## src/pkg/spsam_consts.vh

```
// Constants of the serial port slave address match block.
`ifndef SPSAM_CONSTS_VH
`define SPSAM_CONSTS_VH

// ----------------------------------------------------------------------
// Register byte offsets
// ----------------------------------------------------------------------
`define SPSAM_OFS_BUF    8'h00
`define SPSAM_OFS_STAT   8'h04
`define SPSAM_OFS_CTRL2  8'h08
`define SPSAM_OFS_CTRL3  8'h0c
`define SPSAM_OFS_ADDR   8'h10
`define SPSAM_OFS_ADDRHI 8'h14
`define SPSAM_OFS_MASK   8'h18
`define SPSAM_OFS_ISTAT  8'h1c
`define SPSAM_OFS_IMASK  8'h20

// ----------------------------------------------------------------------
// Field positions
// ----------------------------------------------------------------------
`define SPSAM_C2_EN      0
`define SPSAM_C2_TEN     1
`define SPSAM_C2_ACKDV   5
`define SPSAM_C2_GCE     7
`define SPSAM_C3_AHOLD   1
`define SPSAM_C3_REL     4
`define SPSAM_IRQ_DONE   0
`define SPSAM_IRQ_GCALL  1

// ----------------------------------------------------------------------
// Reset values and address codes
// ----------------------------------------------------------------------
`define SPSAM_MASK_RST   8'hff
`define SPSAM_ZERO8      8'h00
`define SPSAM_GC_ADDR    8'h00
`define SPSAM_RW_IGNORE  8'hfe
`define SPSAM_TEN_PFX    5'h1e
`define SPSAM_BYTE_BITS  4'h8
`define SPSAM_LAST_TX    4'h7
`define SPSAM_BIT_ONE    4'h1

`endif
```

## src/design/spsam_core.v

```verilog
// Two-wire slave address match unit with a classic Wishbone slave.
//
// Behaviour
// RULE_01 - General call enabled: acknowledge address zero always (code: with address hold on, a set ACKDV bit NACKs it)
// RULE_02 - All-zero write address raises the interrupt
// RULE_03 - General call never sets update address flag
// RULE_04 - Byte after general call is data
// RULE_05 - Address hold stretches SCL after eighth fall
// RULE_06 - Software sets ack value, then releases clock
// RULE_07 - Zero mask bit ignores that address bit
// RULE_08 - Mask register resets to all ones
// RULE_09 - Seven-bit mode masks address bits 7..1
// RULE_10 - Ten-bit mode masks low byte only
// RULE_11 - Received byte loaded sets buffer full
// RULE_12 - Reading the buffer clears buffer full
// RULE_13 - Shift register reachable only through buffer
// RULE_14 - Software reads buffer before writing next
// RULE_15 - Completed transfer raises the interrupt
//
// Decided for this implementation: register access over Wishbone and the placing of the registers.
`timescale 1ns/10ps
`include "spsam_consts.vh"
module spsam_core (
  input  wire        ref_clk,
  input  wire        reset,
  input  wire        wb_cyc,
  input  wire        wb_stb,
  input  wire        wb_we,
  input  wire [7:0]  wb_adr,
  input  wire [3:0]  wb_sel,
  input  wire [31:0] wb_dat_w,
  output reg  [31:0] wb_dat_r,
  output reg         wb_ack,
  input  wire        scl_in,
  output reg         scl_out,
  output reg         scl_oe,
  input  wire        sda_in,
  output reg         sda_out,
  output reg         sda_oe,
  output reg         irq
);
  // --------------------------------------------------------------------
  // States
  // --------------------------------------------------------------------
  localparam [4:0] ST_IDLE = 5'h01;
  localparam [4:0] ST_RX   = 5'h02;
  localparam [4:0] ST_ACK  = 5'h04;
  localparam [4:0] ST_TX   = 5'h08;
  localparam [4:0] ST_TACK = 5'h10;

  // --------------------------------------------------------------------
  // Pin synchronisers and edge detection
  // --------------------------------------------------------------------
  wire scl_s;
  wire sda_s;
  reg  scl_q;
  reg  sda_q;

  spsam_sync u_scl_sync (
    .ref_clk (ref_clk),
    .reset   (reset),
    .din     (scl_in),
    .dout    (scl_s)
  );

  spsam_sync u_sda_sync (
    .ref_clk (ref_clk),
    .reset   (reset),
    .din     (sda_in),
    .dout    (sda_s)
  );

  always @(posedge ref_clk) begin
    if (reset) begin
      scl_q <= 1'b1;
      sda_q <= 1'b1;
    end else begin
      scl_q <= scl_s;
      sda_q <= sda_s;
    end
  end

  wire scl_rise  = scl_s & ~scl_q;
  wire scl_fall  = ~scl_s & scl_q;
  wire bus_start = scl_s & scl_q & sda_q & ~sda_s;
  wire bus_stop  = scl_s & scl_q & ~sda_q & sda_s;

  // --------------------------------------------------------------------
  // Registers and bus strobes
  // --------------------------------------------------------------------
  reg [7:0] transfer_buffer;
  reg [7:0] tx_data;
  reg [7:0] serial_shift_reg;
  reg [7:0] own_address_reg;
  reg [1:0] own_address_high;
  reg [7:0] address_mask_reg;
  reg [7:0] port_control_reg_2;
  reg       address_hold_enable;
  reg [1:0] irq_status;
  reg [1:0] irq_mask;
  reg       buffer_full_flag;
  reg       update_address_flag;
  reg       read_write;
  reg       data_not_address;
  reg       clock_held;
  reg       gcall_seen;

  reg [4:0] state;
  reg [3:0] bit_count;
  reg       addr_first;
  reg       addr_low;
  reg       ten_matched;
  reg       ack_given;
  reg       go_tx;
  reg       master_ack;

  wire acc    = wb_cyc & wb_stb & ~wb_ack;
  wire bus_wr = acc & wb_we & wb_sel[0];
  wire bus_rd = acc & ~wb_we;
  wire enable = port_control_reg_2[`SPSAM_C2_EN];
  wire ten    = port_control_reg_2[`SPSAM_C2_TEN];
  wire gce    = port_control_reg_2[`SPSAM_C2_GCE];
  wire ackdv  = port_control_reg_2[`SPSAM_C2_ACKDV];
  wire release_wr = bus_wr & (wb_adr == `SPSAM_OFS_CTRL3) &
                    wb_dat_w[`SPSAM_C3_REL];

  // --------------------------------------------------------------------
  // Address comparison
  // --------------------------------------------------------------------
  wire [7:0] diff  = serial_shift_reg ^ own_address_reg;
  wire gc_hit  = gce & (serial_shift_reg == `SPSAM_GC_ADDR); // see RULE_01
  wire m7_hit  = ((diff & address_mask_reg & `SPSAM_RW_IGNORE) ==
                  `SPSAM_ZERO8); // see RULE_07 see RULE_09
  wire hi_hit  = (serial_shift_reg[7:3] == `SPSAM_TEN_PFX) &
                 (serial_shift_reg[2:1] == own_address_high); // see RULE_10
  wire lo_hit  = ((diff & address_mask_reg) == `SPSAM_ZERO8); // see RULE_10
  wire byte_in = (state == ST_RX) & scl_fall &
                 (bit_count == `SPSAM_BYTE_BITS);

  reg next_match;
  reg next_tx;
  reg next_is_addr;
  always @* begin
    next_match   = 1'b0;
    next_tx      = 1'b0;
    next_is_addr = 1'b1;
    if (addr_first) begin
      if (gc_hit) begin
        next_match = 1'b1;
      end else if (!ten) begin
        next_match = m7_hit;
        next_tx    = serial_shift_reg[0];
      end else if (hi_hit) begin
        next_match = ~serial_shift_reg[0] | ten_matched;
        next_tx    = serial_shift_reg[0];
      end
    end else if (addr_low) begin
      next_match = lo_hit;
    end else begin
      next_is_addr = 1'b0;
      next_match   = 1'b1;
    end
  end

  // --------------------------------------------------------------------
  // Slave engine and register writes
  // --------------------------------------------------------------------
  always @(posedge ref_clk) begin
    if (reset) begin
      transfer_buffer     <= `SPSAM_ZERO8;
      tx_data             <= `SPSAM_ZERO8;
      serial_shift_reg    <= `SPSAM_ZERO8;
      own_address_reg     <= `SPSAM_ZERO8;
      own_address_high    <= 2'h0;
      address_mask_reg    <= `SPSAM_MASK_RST; // see RULE_08
      port_control_reg_2  <= `SPSAM_ZERO8;
      address_hold_enable <= 1'b0;
      irq_status          <= 2'h0;
      irq_mask            <= 2'h0;
      buffer_full_flag    <= 1'b0;
      update_address_flag <= 1'b0;
      read_write          <= 1'b0;
      data_not_address    <= 1'b0;
      clock_held          <= 1'b0;
      gcall_seen          <= 1'b0;
      state               <= ST_IDLE;
      bit_count           <= 4'h0;
      addr_first          <= 1'b0;
      addr_low            <= 1'b0;
      ten_matched         <= 1'b0;
      ack_given           <= 1'b0;
      go_tx               <= 1'b0;
      master_ack          <= 1'b0;
      scl_out             <= 1'b0;
      scl_oe              <= 1'b0;
      sda_out             <= 1'b0;
      sda_oe              <= 1'b0;
      irq                 <= 1'b0;
    end else begin
      irq <= |(irq_status & irq_mask);
      // Clears by software come first so that a same-cycle set wins.
      if (bus_rd && wb_adr == `SPSAM_OFS_BUF) begin
        buffer_full_flag <= 1'b0; // see RULE_12
      end
      if (bus_wr) begin
        case (wb_adr)
          `SPSAM_OFS_BUF:    tx_data <= wb_dat_w[7:0]; // see RULE_13
          `SPSAM_OFS_CTRL2:  port_control_reg_2 <= wb_dat_w[7:0];
          `SPSAM_OFS_CTRL3: begin
            address_hold_enable <= wb_dat_w[`SPSAM_C3_AHOLD];
          end
          `SPSAM_OFS_ADDR: begin
            own_address_reg     <= wb_dat_w[7:0];
            update_address_flag <= 1'b0;
          end
          `SPSAM_OFS_ADDRHI: own_address_high <= wb_dat_w[1:0];
          `SPSAM_OFS_MASK:   address_mask_reg <= wb_dat_w[7:0];
          `SPSAM_OFS_ISTAT:  irq_status <= irq_status & ~wb_dat_w[1:0];
          `SPSAM_OFS_IMASK:  irq_mask <= wb_dat_w[1:0];
          default: begin
          end
        endcase
      end

      case (state)
        ST_IDLE: begin
          sda_oe <= 1'b0;
        end
        ST_RX: begin
          if (scl_rise) begin
            serial_shift_reg <= {serial_shift_reg[6:0], sda_s};
            bit_count        <= bit_count + `SPSAM_BIT_ONE;
          end
          if (byte_in) begin
            if (!next_match) begin
              state <= ST_IDLE;
            end else begin
              state            <= ST_ACK;
              data_not_address <= ~next_is_addr;
              irq_status[`SPSAM_IRQ_DONE] <= 1'b1; // see RULE_15
              if (!buffer_full_flag) begin
                transfer_buffer  <= serial_shift_reg;
                buffer_full_flag <= 1'b1; // see RULE_11
              end
              ack_given <= next_is_addr | ~buffer_full_flag;
              if (addr_first) begin
                read_write <= serial_shift_reg[0];
                go_tx      <= next_tx;
                gcall_seen <= gc_hit;
                if (gc_hit) begin
                  irq_status[`SPSAM_IRQ_GCALL] <= 1'b1; // see RULE_02
                end
                // General call skips the low byte. see RULE_03 see RULE_04
                addr_low   <= ten & ~gc_hit & ~serial_shift_reg[0];
                if (ten & ~gc_hit) begin
                  update_address_flag <= 1'b1;
                end
              end else if (addr_low) begin
                update_address_flag <= 1'b1;
                ten_matched         <= 1'b1;
                addr_low            <= 1'b0;
              end
              addr_first <= 1'b0;
              if (next_is_addr && address_hold_enable) begin
                clock_held <= 1'b1;
                scl_oe     <= 1'b1; // see RULE_05
              end else begin
                sda_oe <= next_is_addr | ~buffer_full_flag;
              end
            end
          end
        end
        ST_ACK: begin
          if (clock_held) begin
            if (release_wr) begin
              clock_held <= 1'b0;
              scl_oe     <= 1'b0;
              sda_oe     <= ~ackdv; // see RULE_06
              ack_given  <= ~ackdv;
            end
          end else if (scl_fall) begin
            bit_count <= 4'h0;
            if (!ack_given) begin
              sda_oe <= 1'b0;
              state  <= ST_IDLE;
            end else if (go_tx) begin
              serial_shift_reg <= tx_data; // see RULE_13
              sda_oe           <= ~tx_data[7];
              state            <= ST_TX;
            end else begin
              sda_oe <= 1'b0;
              state  <= ST_RX;
            end
          end
        end
        ST_TX: begin
          if (scl_fall) begin
            bit_count        <= bit_count + `SPSAM_BIT_ONE;
            serial_shift_reg <= {serial_shift_reg[6:0], 1'b0};
            if (bit_count == `SPSAM_LAST_TX) begin
              sda_oe <= 1'b0;
              state  <= ST_TACK;
            end else begin
              sda_oe <= ~serial_shift_reg[6];
            end
          end
        end
        ST_TACK: begin
          if (scl_rise) begin
            master_ack <= ~sda_s;
            irq_status[`SPSAM_IRQ_DONE] <= 1'b1; // see RULE_15
          end
          if (scl_fall) begin
            bit_count <= 4'h0;
            if (master_ack) begin
              serial_shift_reg <= tx_data;
              sda_oe           <= ~tx_data[7];
              state            <= ST_TX;
            end else begin
              state <= ST_IDLE;
            end
          end
        end
        default: begin
          state <= ST_IDLE;
        end
      endcase

      if (!enable || bus_stop) begin
        state       <= ST_IDLE;
        ten_matched <= 1'b0;
        clock_held  <= 1'b0;
        scl_oe      <= 1'b0;
        sda_oe      <= 1'b0;
      end else if (bus_start) begin
        state      <= ST_RX;
        bit_count  <= 4'h0;
        addr_first <= 1'b1;
        addr_low   <= 1'b0;
        clock_held <= 1'b0;
        scl_oe     <= 1'b0;
        sda_oe     <= 1'b0;
      end
    end
  end

  // --------------------------------------------------------------------
  // Wishbone answer
  // --------------------------------------------------------------------
  reg [7:0] rd_mux;
  always @* begin
    rd_mux = `SPSAM_ZERO8;
    case (wb_adr)
      `SPSAM_OFS_BUF:    rd_mux = transfer_buffer;
      `SPSAM_OFS_STAT:   rd_mux = {1'b0, clock_held, data_not_address,
                                   gcall_seen, 1'b0, read_write,
                                   update_address_flag,
                                   buffer_full_flag};
      `SPSAM_OFS_CTRL2:  rd_mux = port_control_reg_2;
      `SPSAM_OFS_CTRL3:  rd_mux = {6'h00, address_hold_enable, 1'b0};
      `SPSAM_OFS_ADDR:   rd_mux = own_address_reg;
      `SPSAM_OFS_ADDRHI: rd_mux = {6'h00, own_address_high};
      `SPSAM_OFS_MASK:   rd_mux = address_mask_reg;
      `SPSAM_OFS_ISTAT:  rd_mux = {6'h00, irq_status};
      `SPSAM_OFS_IMASK:  rd_mux = {6'h00, irq_mask};
      default:           rd_mux = `SPSAM_ZERO8;
    endcase
  end

  always @(posedge ref_clk) begin
    if (reset) begin
      wb_ack   <= 1'b0;
      wb_dat_r <= 32'h00000000;
    end else begin
      wb_ack   <= acc;
      wb_dat_r <= acc ? {24'h000000, rd_mux} : 32'h00000000;
    end
  end
endmodule // spsam_core

```

## src/design/spsam_sync.v

```verilog
// Two-flop synchroniser for one level from outside the clock domain.
`timescale 1ns/10ps
module spsam_sync (
  input  wire ref_clk,
  input  wire reset,
  input  wire din,
  output reg  dout
);
  reg meta;

  always @(posedge ref_clk) begin
    if (reset) begin
      meta <= 1'b1;
      dout <= 1'b1;
    end else begin
      meta <= din;
      dout <= meta;
    end
  end
endmodule // spsam_sync

```

## config.mk

```make
export PLATFORM = sky130hd
export DESIGN_NAME = spsam_core
export DESIGN_NICKNAME = d
export VERILOG_FILES = /design/src/design/spsam_core.v /design/src/design/spsam_sync.v
export VERILOG_INCLUDE_DIRS = /design/src /design/src/pkg
export SDC_FILE = /design/constraint.sdc
export NUM_CORES = 1
export LEC_CHECK = 0
export BUFFER_PORTS_ARGS = -buffer_cell sky130_fd_sc_hd__buf_2
export CAP_MARGIN = 20
export CORE_MARGIN = 5
export CORE_UTILIZATION = 62
export CTS_BUF_LIST = sky130_fd_sc_hd__clkbuf_2
export DETAILED_ROUTE_END_ITERATION = 8
export HOLD_SLACK_MARGIN = 0.12
export PLACE_DENSITY = 0.88
export SLEW_MARGIN = 5
export SYNTH_ARGS = -nofsm -noshare
export SYNTH_HDL_FRONTEND = slang
export SYNTH_SLANG_ARGS = --single-unit
export TNS_END_PERCENT = 1
```

## constraint.sdc

```tcl
create_clock -name ref_clk -period 5.05 [get_ports ref_clk]
set_clock_uncertainty 0.05 [all_clocks]
set_input_delay 0.505 -clock ref_clk [delete_from_list [all_inputs] [get_ports ref_clk]]
set_output_delay 0.505 -clock ref_clk [all_outputs]
set_load 0.02 [all_outputs]
```

# Word-level counts from Yosys, hierarchy flattened
# Index checks and enable logic that the tools add are counted.
# W data, S select, Z words.
totals:
  word_cells: 254
  ff_bits: 118
  output_inout_bits: 38
  inputBits: 51
op_classes:
  muxes: 98
  reduce_logical: 34
  add_sub_neg: 1
  bitwise_logic: 43
  eq_ne: 41
ops:
  columns: ["operator", "n"]
  rows:
  - ["$pmux W8 S9", 1]
  - ["$mux W8", 8]
  - ["$mux W1", 60]
  - ["$mux W4", 9]
  - ["$eq A8 B5 Y1 const B", 4]
  - ["$logic_not A8 Y1", 4]
  - ["$pmux W8 S4", 1]
  - ["$mux W5", 6]
  - ["$ne A2 B2 Y1 const B", 15]
  - ["$pmux W5 S5", 1]
  - ["$ne A3 B3 Y1 const B", 8]
  - ["$and A1 B1 Y1", 20]
  - ["$reduce_and A9 Y1", 2]
  - ["$eq A8 B4 Y1 const B", 2]
  - ["$not A1 Y1", 16]
  - ["$pmux W4 S4", 1]
  - ["$reduce_and A2 Y1", 8]
  - ["$reduce_and A7 Y1", 2]
  - ["$reduce_and A4 Y1", 3]
  - ["$eq A5 B5 Y1 const B", 2]
  - ["$mux W2", 5]
  - ["$reduce_and A5 Y1", 2]
  - ["$and A8 B8 Y8", 1]
  - ["$eq A8 B3 Y1 const B", 1]
  - ["27 further kinds", 35]

# Logic depth before layout (Yosys ltp)
# Gate-level depths: netlist (run 1).
depth:
  depth_word: 11
  depth_mapped: 9
  mapped_depth_nobuf: 8

# Modules after synthesis
# Synthesis (run 1) repeated with hierarchy kept, for this count alone.
unflattened:
  hier_cells: 537
  area_unflattened_um2: 4780.8
by_module_without_submodules:
  columns: ["mod", "seq_area_each_um2", "area_each_um2", "cells_each", "instances"]
  rows:
  - ["spsam_core", 1801.7, 4675.7, 529, 1]
  - ["spsam_sync", 40.0, 52.6, 4, 2]

# Worst setup path after synthesis (run 1)
# Ideal clock, no wire load.
synth_timing:
  kind: "in2reg"
  startpoint: "input wb_stb"
  endpoint: "register sda_oe"
  slack_ns: 2.720
  t_required_ns: 4.905
  path_stages: 7
  path_buffers: 1
  setup_time_ns: 0.095
  arrival_time_ns: 2.184
  path_cell_list: "nand3b_1 or2_2 clkbuf_1 or4_1 a21oi_1 o2111ai_1 a221oi_1"
synth_between:
  elab_chain_cells: 8
synth_rtl:
  columns: ["item", "line_no", "text"]
  rows:
  - ["start, declared", "spsam_core.v:27", "input wire wb_stb,"]
  - ["$and A1 B1 Y1 (2 in series)", "spsam_core.v:117", "wire acc = wb_cyc & wb_stb & ~wb_ack;"]
  - ["$and A1 B1 Y1 (2 in series)", "spsam_core.v:118", "wire bus_wr = acc & wb_we & wb_sel[0];"]
  - ["$and A1 B1 Y1 (2 in series)", "spsam_core.v:124", "wire release_wr = bus_wr & (wb_adr == `SPSAM_OFS_CTRL3) &"]
  - ["$ne A3 B3 Y1 (no line)", null, null]
  - ["$reduce_and A9 Y1 (no line)", null, null]
  - ["end signal, assigned", "spsam_core.v:268", "sda_oe <= next_is_addr | ~buffer_full_flag;"]
  - ["end signal, assigned", "spsam_core.v:278", "sda_oe <= ~ackdv;"]
  - ["end signal, assigned", "spsam_core.v:288", "sda_oe <= ~tx_data[7];"]
  - ["end, declared", "spsam_core.v:39", "output reg sda_oe,"]
# No other way between the ends.
# A chain may end at the register's enable or synchronous reset.

# Final worst setup path (run 1)
layout_timing:
  startpoint: "register state[2]"
  endpoint: "register serial_shift_reg[7]"
layout_between:
  elab_chain_cells: 3
  elab_cells_between_ends: 15
  cone_classes: "eq/ne (12); mux (1); reduce/logical (2)"
layout_rtl:
  columns: ["item", "line_no", "text"]
  rows:
  - ["start, declared", "spsam_core.v:108", "reg [4:0] state;"]
  - ["start signal, assigned", "spsam_core.v:186", "state <= ST_IDLE;"]
  - ["start signal, assigned", "spsam_core.v:236", "state <= ST_IDLE;"]
  - ["start signal, assigned", "spsam_core.v:238", "state <= ST_ACK;"]
  - ["$eq A5 B2 Y1, or another cell as far along", "spsam_core.v:225", "case (state)"]
  - ["$reduce_bool A4 Y1 (no line) or $ne A2 B2 Y1 (tied branches)", null, null]
  - ["$reduce_and A9 Y1 (no line)", null, null]
  - ["end signal, assigned", "spsam_core.v:231", "serial_shift_reg <= {serial_shift_reg[6:0], sda_s};"]
  - ["end signal, assigned", "spsam_core.v:287", "serial_shift_reg <= tx_data;"]
  - ["end signal, assigned", "spsam_core.v:299", "serial_shift_reg <= {serial_shift_reg[6:0], 1'b0};"]
  - ["end, declared", "spsam_core.v:93", "reg [7:0] serial_shift_reg;"]
# Several ways; a longest one is shown, not always the timed one.

==> metrics.md, run 1 <==
| Metric | Value |
|---|---|
| Final Slew Violations | 0 |
| RSZ-0062 raised after global routing | no |
| Cell area after synthesis | 0.00482 mm2 |
| Gp weighted congestion | 0.929 |
| Most frequent cells in the layout | dfxtp_1 (94), nor2_1 (71), nand2_1 (62), mux2i_1 (40), a21oi_1 (39) |
| Max-slew headroom | 31.7% |
| Die Span Y | 98.2 um |
| Layout cell share with drive strength beyond 1 | 13.9% |
| Routed wire length | 12,400 um |
| Resized Gates After CTS | 0 |
| Initial core utilization | 63.1% |
| Initial antenna violation count | 0 |
| Slowest cell on crit path | dfxtp_1 |
| Setup_tns | 0 ns |
| Met2 GRT Util | 40.6% |
| Async SR Flop Fraction | 0% |
| R2r setup slk | 2.13 ns |
| CTS root buf | clkbuf_2 |
| CP Capture Type | register |
| #FFs+latches synth | 94 |
| EDFF count, synth | 0 |
| Pin slew with the least headroom to its limit | 1.02 ns |
| Crit-path cells | nor2_1 > nand3_1 > o32ai_1 > a211o_1 > a211oi_4 > mux2_2 |
| Clock buffer count from CTS | 9 |
| Outcome | complete, no violations |
| Peak VDD IR | 0.141 mV |
| Die footprint | 0.00964 mm2 |
| Critical Path Max Stage Delay | 0.59 ns |
| GRT Total Usage | 25.6% |
| H-tree Lvls | 3 |
| Reg clk slew, reported paths | 0.27 ns |
| DPL Wire Length | 8870 um |
| Max_cap viols | 0 |
| Met3 GRT Util | 4.86% |
| Fmax | 0.343 GHz |
| Clock Latency Late Sink | 0.56 ns |
| First-pass GRT wire length | 20,200 um |
| Layout area overhead | 6.25% |
| Pwr dens | 242 mW/mm2 |
| Clk sinks | 94 |
| Min Tclk post-route | 2.92 ns |
| Distinct cell type count of the synthesized netlist | 63 |
| CP Class | reg2reg |
| DR DRC count | 0 |
| Core box area | 0.00765 mm2 |
| Hold violation total from the final report | 0 |
| ANT nets after route | 0 |
| Fin cells | 700 |
| GRT Residual Overflow | 0 |
| Sequential area share after synthesis | 39.0% |
| Critical Path Source Type | register |
| Met1 GRT Util | 34.0% |
| Vias per inst | 6.27 |
| Number of global-route vias before repair | 4,036 |
| Setup Viol. Count Final | 0 |
| Largest net degree at the start of global routing | 86 |
| Iteration-0 DRC Markers | 462 |
| DR vias | 4,386 |
| Busiest grt layer | met2 |
| Syn_area_per_cell | 8.54 um2 |
| Clock buffer depth | 2 |
| Ys Warns | 0 |
| CP delay by family, top | compound AO/OA/AOI/OAI gates |
| # rows | 32 |
| Required @ worst endpoint | 5.45 ns |
| Drt pass-1 iters | 5 |
| TritonCTS clock tree | done |
| Final period util | 57.8% |
| Worst path bufs/invs | 0 |
| Synth Flop Type | dfxtp_1 |
| Leak Pwr | 1.93 nW |
| Wirelength per Cell | 17.7 um |
| Final net count | 647 |
| Post-Syn Instances | 565 |
| Inst Count DP | 680 |
| Horiz. Die Dim | 98.2 um |
| Buffers added on ports | 35 |
| I/O Pins | 89 |
| # diodes | 0 |
| Hold Crit Class | in2reg |
| Commonest non-fill, non-tap cell in the layout | dfxtp_1 |
| CP Data Arrival Time | 3.31 ns |
| Crit Path Max Fanout | 13 |
synth_stat cells, drive strengths merged, types with 2 or more instances:
master | n | area, um2
dfxtp | 94 | 1880
a21oi | 40 | 211
ha | 3 | 37.5
nand2b | 13 | 81.3
nand4b | 4 | 35.0
nand4 | 3 | 25.0
o21ai | 11 | 55.1
buf | 30 | 220
a21o | 2 | 15.0
clkbuf | 19 | 72.6
or3 | 2 | 12.5
o211ai | 3 | 22.5
a211oi | 6 | 57.6
o2111ai | 2 | 17.5
or2 | 9 | 56.3
nand2 | 62 | 233
a211o | 2 | 17.5
mux2i | 40 | 400
a22oi | 16 | 120
inv | 11 | 41.3
a41oi | 2 | 17.5
nor4 | 4 | 25.0
o22ai | 3 | 18.8
mux2 | 10 | 113
o32ai | 3 | 26.3
a31oi | 6 | 37.5
xor2 | 11 | 96.3
and3 | 3 | 18.8
o31ai | 4 | 30.0
nor3 | 17 | 106
a222oi | 7 | 70.1
or4 | 2 | 15.0
a2111oi | 2 | 23.8
nand3b | 10 | 75.1
nand3 | 12 | 60.1
nor2 | 72 | 273
nor3b | 3 | 22.5
nor2b | 9 | 56.3
a221oi | 2 | 17.5
where the power goes:
part	total (W)	internal, W	switching (W)
Sequential	0.000748	0.000747	0.00000125
Combinational	0.0000674	0.0000175	0.0000500
Clock	0.000425	0.000169	0.000256
Total	0.00124	0.000933	0.000307
metrics by stage:
step | power [W] | worst slack, ns | util (%) | hold slack, ns | cell area, um2
after detailed placement | 0.000825 | 2.26 | 64.6 | 0.348 | 4940
after global routing | 0.00128 | 1.95 | 67.0 | 0.125 | 5120
after floorplan | 0.000819 | 2.72 | - | 0.339 | 4920
after CTS | 0.00124 | 2.22 | 66.8 | 0.129 | 5100
after global placement | 0.000824 | 2.31 | 64.6 | 0.343 | 4940
final | 0.00124 | 2.13 | 67.0 | 0.158 | 5120
metal layers:
metal | part of all wire, % | routed length (um)
met5 | 0 | 0
met4 | 3.1 | 384
met3 | 9.6 | 1190
met2 | 47 | 5800
met1 | 41 | 5030
worst paths after layout:
path,cells after the start,startpoint,endpoint
hold reg to reg,1,u_scl_sync.meta,u_scl_sync.dout
setup / recovery,6,state[2],serial_shift_reg[7]
hold / removal,3,wb_dat_w[6],address_mask_reg[6]
setup reg to reg,6,state[2],serial_shift_reg[7]
cell type report:
type | instances | area (um2)
clock inverters | 6 | 92.6
well taps | 102 | 128
inverters | 11 | 41.3
repair buffers | 41 | 230
fillers | 627 | 2520
clock buffers | 10 | 50.0
flip-flops and latches | 94 | 1880
multi-input cells | 436 | 2700
worst min-delay path: stages:
cell and delay (ns):
buf_2 0.13, nand2_1 0.06, nand3b_1 0.06
cells by family (layout without fill, tap and decap cells):
| group | after synthesis | count (layout) | share of synthesized area [%] |
|---|---|---|---|
| compound gates | 119 | 119 | 17.5 |
| xor+xnor | 11 | 11 | 2.00 |
| fa+ha+maj | 3 | 3 | 0.778 |
| buf+inv | 60 | 68 | 6.93 |
| flops | 94 | 94 | 39.0 |
| mux | 50 | 50 | 10.6 |
| other cells | 1 | 26 | 0.0777 |
| simple gates | 227 | 227 | 23.1 |
timing repair:
item	CTS	global route
buffers inserted	0	0
setup endpoints to repair	0	0
hold endpoints to repair	2	2
hold buffers	2	2
(Power assumes the default switching activity.)
==> run 2, diff against run 1 <==
--- a/config.mk
+++ b/config.mk
@@ -9,11 +9,11 @@
 export BUFFER_PORTS_ARGS = -buffer_cell sky130_fd_sc_hd__buf_2
 export CAP_MARGIN = 20
 export CORE_MARGIN = 5
-export CORE_UTILIZATION = 62
+export CORE_UTILIZATION = 58
 export CTS_BUF_LIST = sky130_fd_sc_hd__clkbuf_2
 export DETAILED_ROUTE_END_ITERATION = 8
 export HOLD_SLACK_MARGIN = 0.12
-export PLACE_DENSITY = 0.88
+export PLACE_DENSITY = 0.83
 export SLEW_MARGIN = 5
 export SYNTH_ARGS = -nofsm -noshare
 export SYNTH_HDL_FRONTEND = slang
==> constraint.sdc (replaced) <==
create_clock -name ref_clk -period 3 [get_ports ref_clk]
set_clock_uncertainty 0.05 [all_clocks]
set_input_delay 0.3 -clock ref_clk [delete_from_list [all_inputs] [get_ports ref_clk]]
set_output_delay 0.3 -clock ref_clk [all_outputs]
set_load 0.02 [all_outputs]
==> run 2 against run 1 <==
Compared with the run above:
- non-clock buffer count grew 28
- cell area grew 4.1%
- combinational power grew 90%
- total power grew 57%
==> metrics.md, run 2 (synthesized netlist as in run 1, its figures left out) <==
| Metric | Value |
|---|---|
| Outcome | complete, no violations |
| Layout cell share with drive strength beyond 1 | 15.2% (+1.3 points) |
| Hold violation total from the final report | 0 (unchanged) |
| Worst Setup SP | serial_shift_reg[4] |
| Worst reg-to-reg path cell count | 7 (+1) |
| DR vias | 4,442 (+1.3%) |
| Horiz. Die Dim | 101 um (+3.0%) |
| Vias per inst | 6.08 (-3.0%) |
| Gp weighted congestion | 0.963 (+3.7%) |
| GRT Residual Overflow | 0 (unchanged) |
| R2r setup slk | 0.38 ns (-1.75 ns) |
| Critical Path Source Type | register |
| Setup ws final | 0.378 ns (-1.75 ns) |
| CP Class | reg2reg |
| Number of global-route vias before repair | 4,052 (+0.40%) |
| Commonest non-fill, non-tap cell in the layout | dfxtp_1 |
| Fin area | 0.00533 mm2 (+4.1%) |
| Pwr dens | 364 mW/mm2 (+51%) |
| Initial antenna violation count | 0 (unchanged) |
| Slowest cell on crit path | dfxtp_1 |
| Reg2reg start | serial_shift_reg[4] |
| Multi-input gate area | 0.00270 mm2 (unchanged) |
| RSZ-0062 raised after global routing | no |
| # rows | 33 (+3.1%) |
| Setup Viol. Count Final | 0 (unchanged) |
| TritonCTS clock tree | done |
| Fin cells | 731 (+4.4%) |
| Max_cap viols | 0 (unchanged) |
| Metal-1 WL | 5190 um (+3.2%) |
| Required @ worst endpoint | 3.39 ns (-2.06 ns) |
| Core box area | 0.00818 mm2 (+6.9%) |
| CP Capture Type | register |
| Resized Gates After CTS | 0 (unchanged) |
| DPL Wire Length | 8920 um (+0.51%) |
| Critical Path End | transfer_buffer[5] |
| GRT Total Usage | 24.9% (-0.70 points) |
| WL met2 | 5830 um (+0.57%) |
| Final period util | 87.4% (+30 points) |
| Clock Latency Late Sink | 0.56 ns (about the same) |
| First-pass GRT wire length | 20,300 um (+0.58%) |
| Stages on the worst setup path | 7 (+1) |
| Pin slew with the least headroom to its limit | 0.774 ns (-0.242 ns) |
| Placed cell area | 0.00504 mm2 (+1.9%) |
| Inst Count DP | 695 (+2.2%) |
| Die footprint | 0.0102 mm2 (+6.2%) |
| Setup WS pre-CTS | 0.450 ns (-1.81 ns) |
| Layout fillers | 684 (+9.1%) |
| Peak VDD IR | 0.199 mV (+41%) |
| WHS Path Cells | 4 (+1) |
| Routed wire length | 12,500 um (+0.47%) |
| Clk sinks | 94 (unchanged) |
| I/O Pins | 89 (unchanged) |
| Worst path bufs/invs | 1 (+1) |
| Critical Path Max Stage Delay | 0.55 ns (-0.04 ns) |
| Drt pass-1 iters | 8 (+3) |
| Top Layer Used | met4 |
| Post-CTS setup buffers | 0 (unchanged) |
| Layout area overhead | 10.6% |
| ANT nets after route | 0 (unchanged) |
| Most frequent cells in the layout | dfxtp_1 (94), nor2_1 (71), nand2_1 (62), mux2i_1 (40), a21oi_1 (39) |
| Buffers added on ports | 35 (unchanged) |
| Max-slew headroom | 48.4% (+17 points) |
| Largest net degree at the start of global routing | 46 (-47%) |
| Fmax | 0.381 GHz (+11%) |
| CTS root buf | clkbuf_2 |
| Storage cell area | 0.00188 mm2 (unchanged) |
| Initial core utilization | 59.0% (-4.1 points) |
| Crit-path cells | nand4_1 > or4b_1 > o311a_4 > a2111oi_2 > buf_4 > mux2i_1 > nor2_1 |
| CTS Hold Buffers Added | 19 (+17) |
| H-tree Lvls | 3 (unchanged) |
| Final Slew Violations | 0 (unchanged) |
| Iteration-0 DRC Markers | 519 (+12%) |
| DR DRC count | 0 (unchanged) |
| Clock buffer count from CTS | 9 (unchanged) |
| CP Data Arrival Time | 3.01 ns (-0.30 ns) |
| Min Tclk post-route | 2.62 ns (-0.296 ns) |
| Hold Crit Class | in2reg |
| Wirelength per Cell | 17.1 um (-3.8%) |
| Met3 WL | 1190 um (-0.25%) |
| Reg clk slew, reported paths | 0.25 ns (-0.02 ns) |
| Final net count | 675 (+4.3%) |
| Setup_tns | 0 ns (unchanged) |
| Crit Path Max Fanout | 9 (-4) |
| Die Span Y | 101 um (+3.0%) |
| RR Endpoint | transfer_buffer[5] |
| Leak Pwr | 2.03 nW (+5.4%) |
| # diodes | 0 (unchanged) |
| Clock buffer depth | 2 (unchanged) |
| CP delay by family, top | compound AO/OA/AOI/OAI gates |
| Post-Route Utilization | 65.2% (-1.8 points) |
-- run 2: cell types whose count changed in the layout (fill, tap and decap cells not counted) --
cell           previous run  this run
dlygate4sd3_1             4        20
bufinv_16                 2         0
inv_6                     2         1
buf_4                     2        14
clkinv_2                  0         1
clkinv_4                  0         2
-- run 2: through the flow --
step,hold WS (ns),total power (W)
6_report,0.165,0.00194
5_1_grt,0.159,0.00202
4_1_cts,0.128,0.00194
3_5_place_dp,0.344,0.00139
3_3_place_gp,0.342,0.00139
2_1_floorplan,0.339,0.00138
-- run 2: metal layers --
layer	track usage, %	vias up
li1	-	2080
met1	34.6	2093
met2	39.4	246
met3	3.51	23
met4	9.71	0
met5	0	-
-- run 2: cell type report --
class	instances	area share, %
clock buffers	10	0.939
inverters	11	0.774
multi-input cells	436	50.7
clock inverters	6	0.868
repair buffers	69	9.01
well taps	105	2.46
flip-flops and latches	94	35.3
-- run 2: power breakdown --
group          total (W)  internal [W]  switching, W
registers        0.00126       0.00126    0.00000226
logic           0.000128     0.0000412     0.0000867
clock network   0.000556      0.000117      0.000440
-- run 2: worst min-delay path: stages --
cell and delay [ns]:
buf_2 0.15, nor4_1 0.10, mux2i_1 0.14, nor2_1 0.05
-- run 2: how the worst min path moves through the flow --
stage | start | to | slack, ns
finish | wb_adr[3] | own_address_high[0] | 0.16
global route | wb_adr[0] | wb_dat_r[0] | 0.16
detailed placement | u_sda_sync.meta | u_sda_sync.dout | 0.34
floorplan | u_scl_sync.meta | u_scl_sync.dout | 0.34
CTS | wb_adr[2] | wb_dat_r[0] | 0.13
global placement | u_sda_sync.meta | u_sda_sync.dout | 0.34
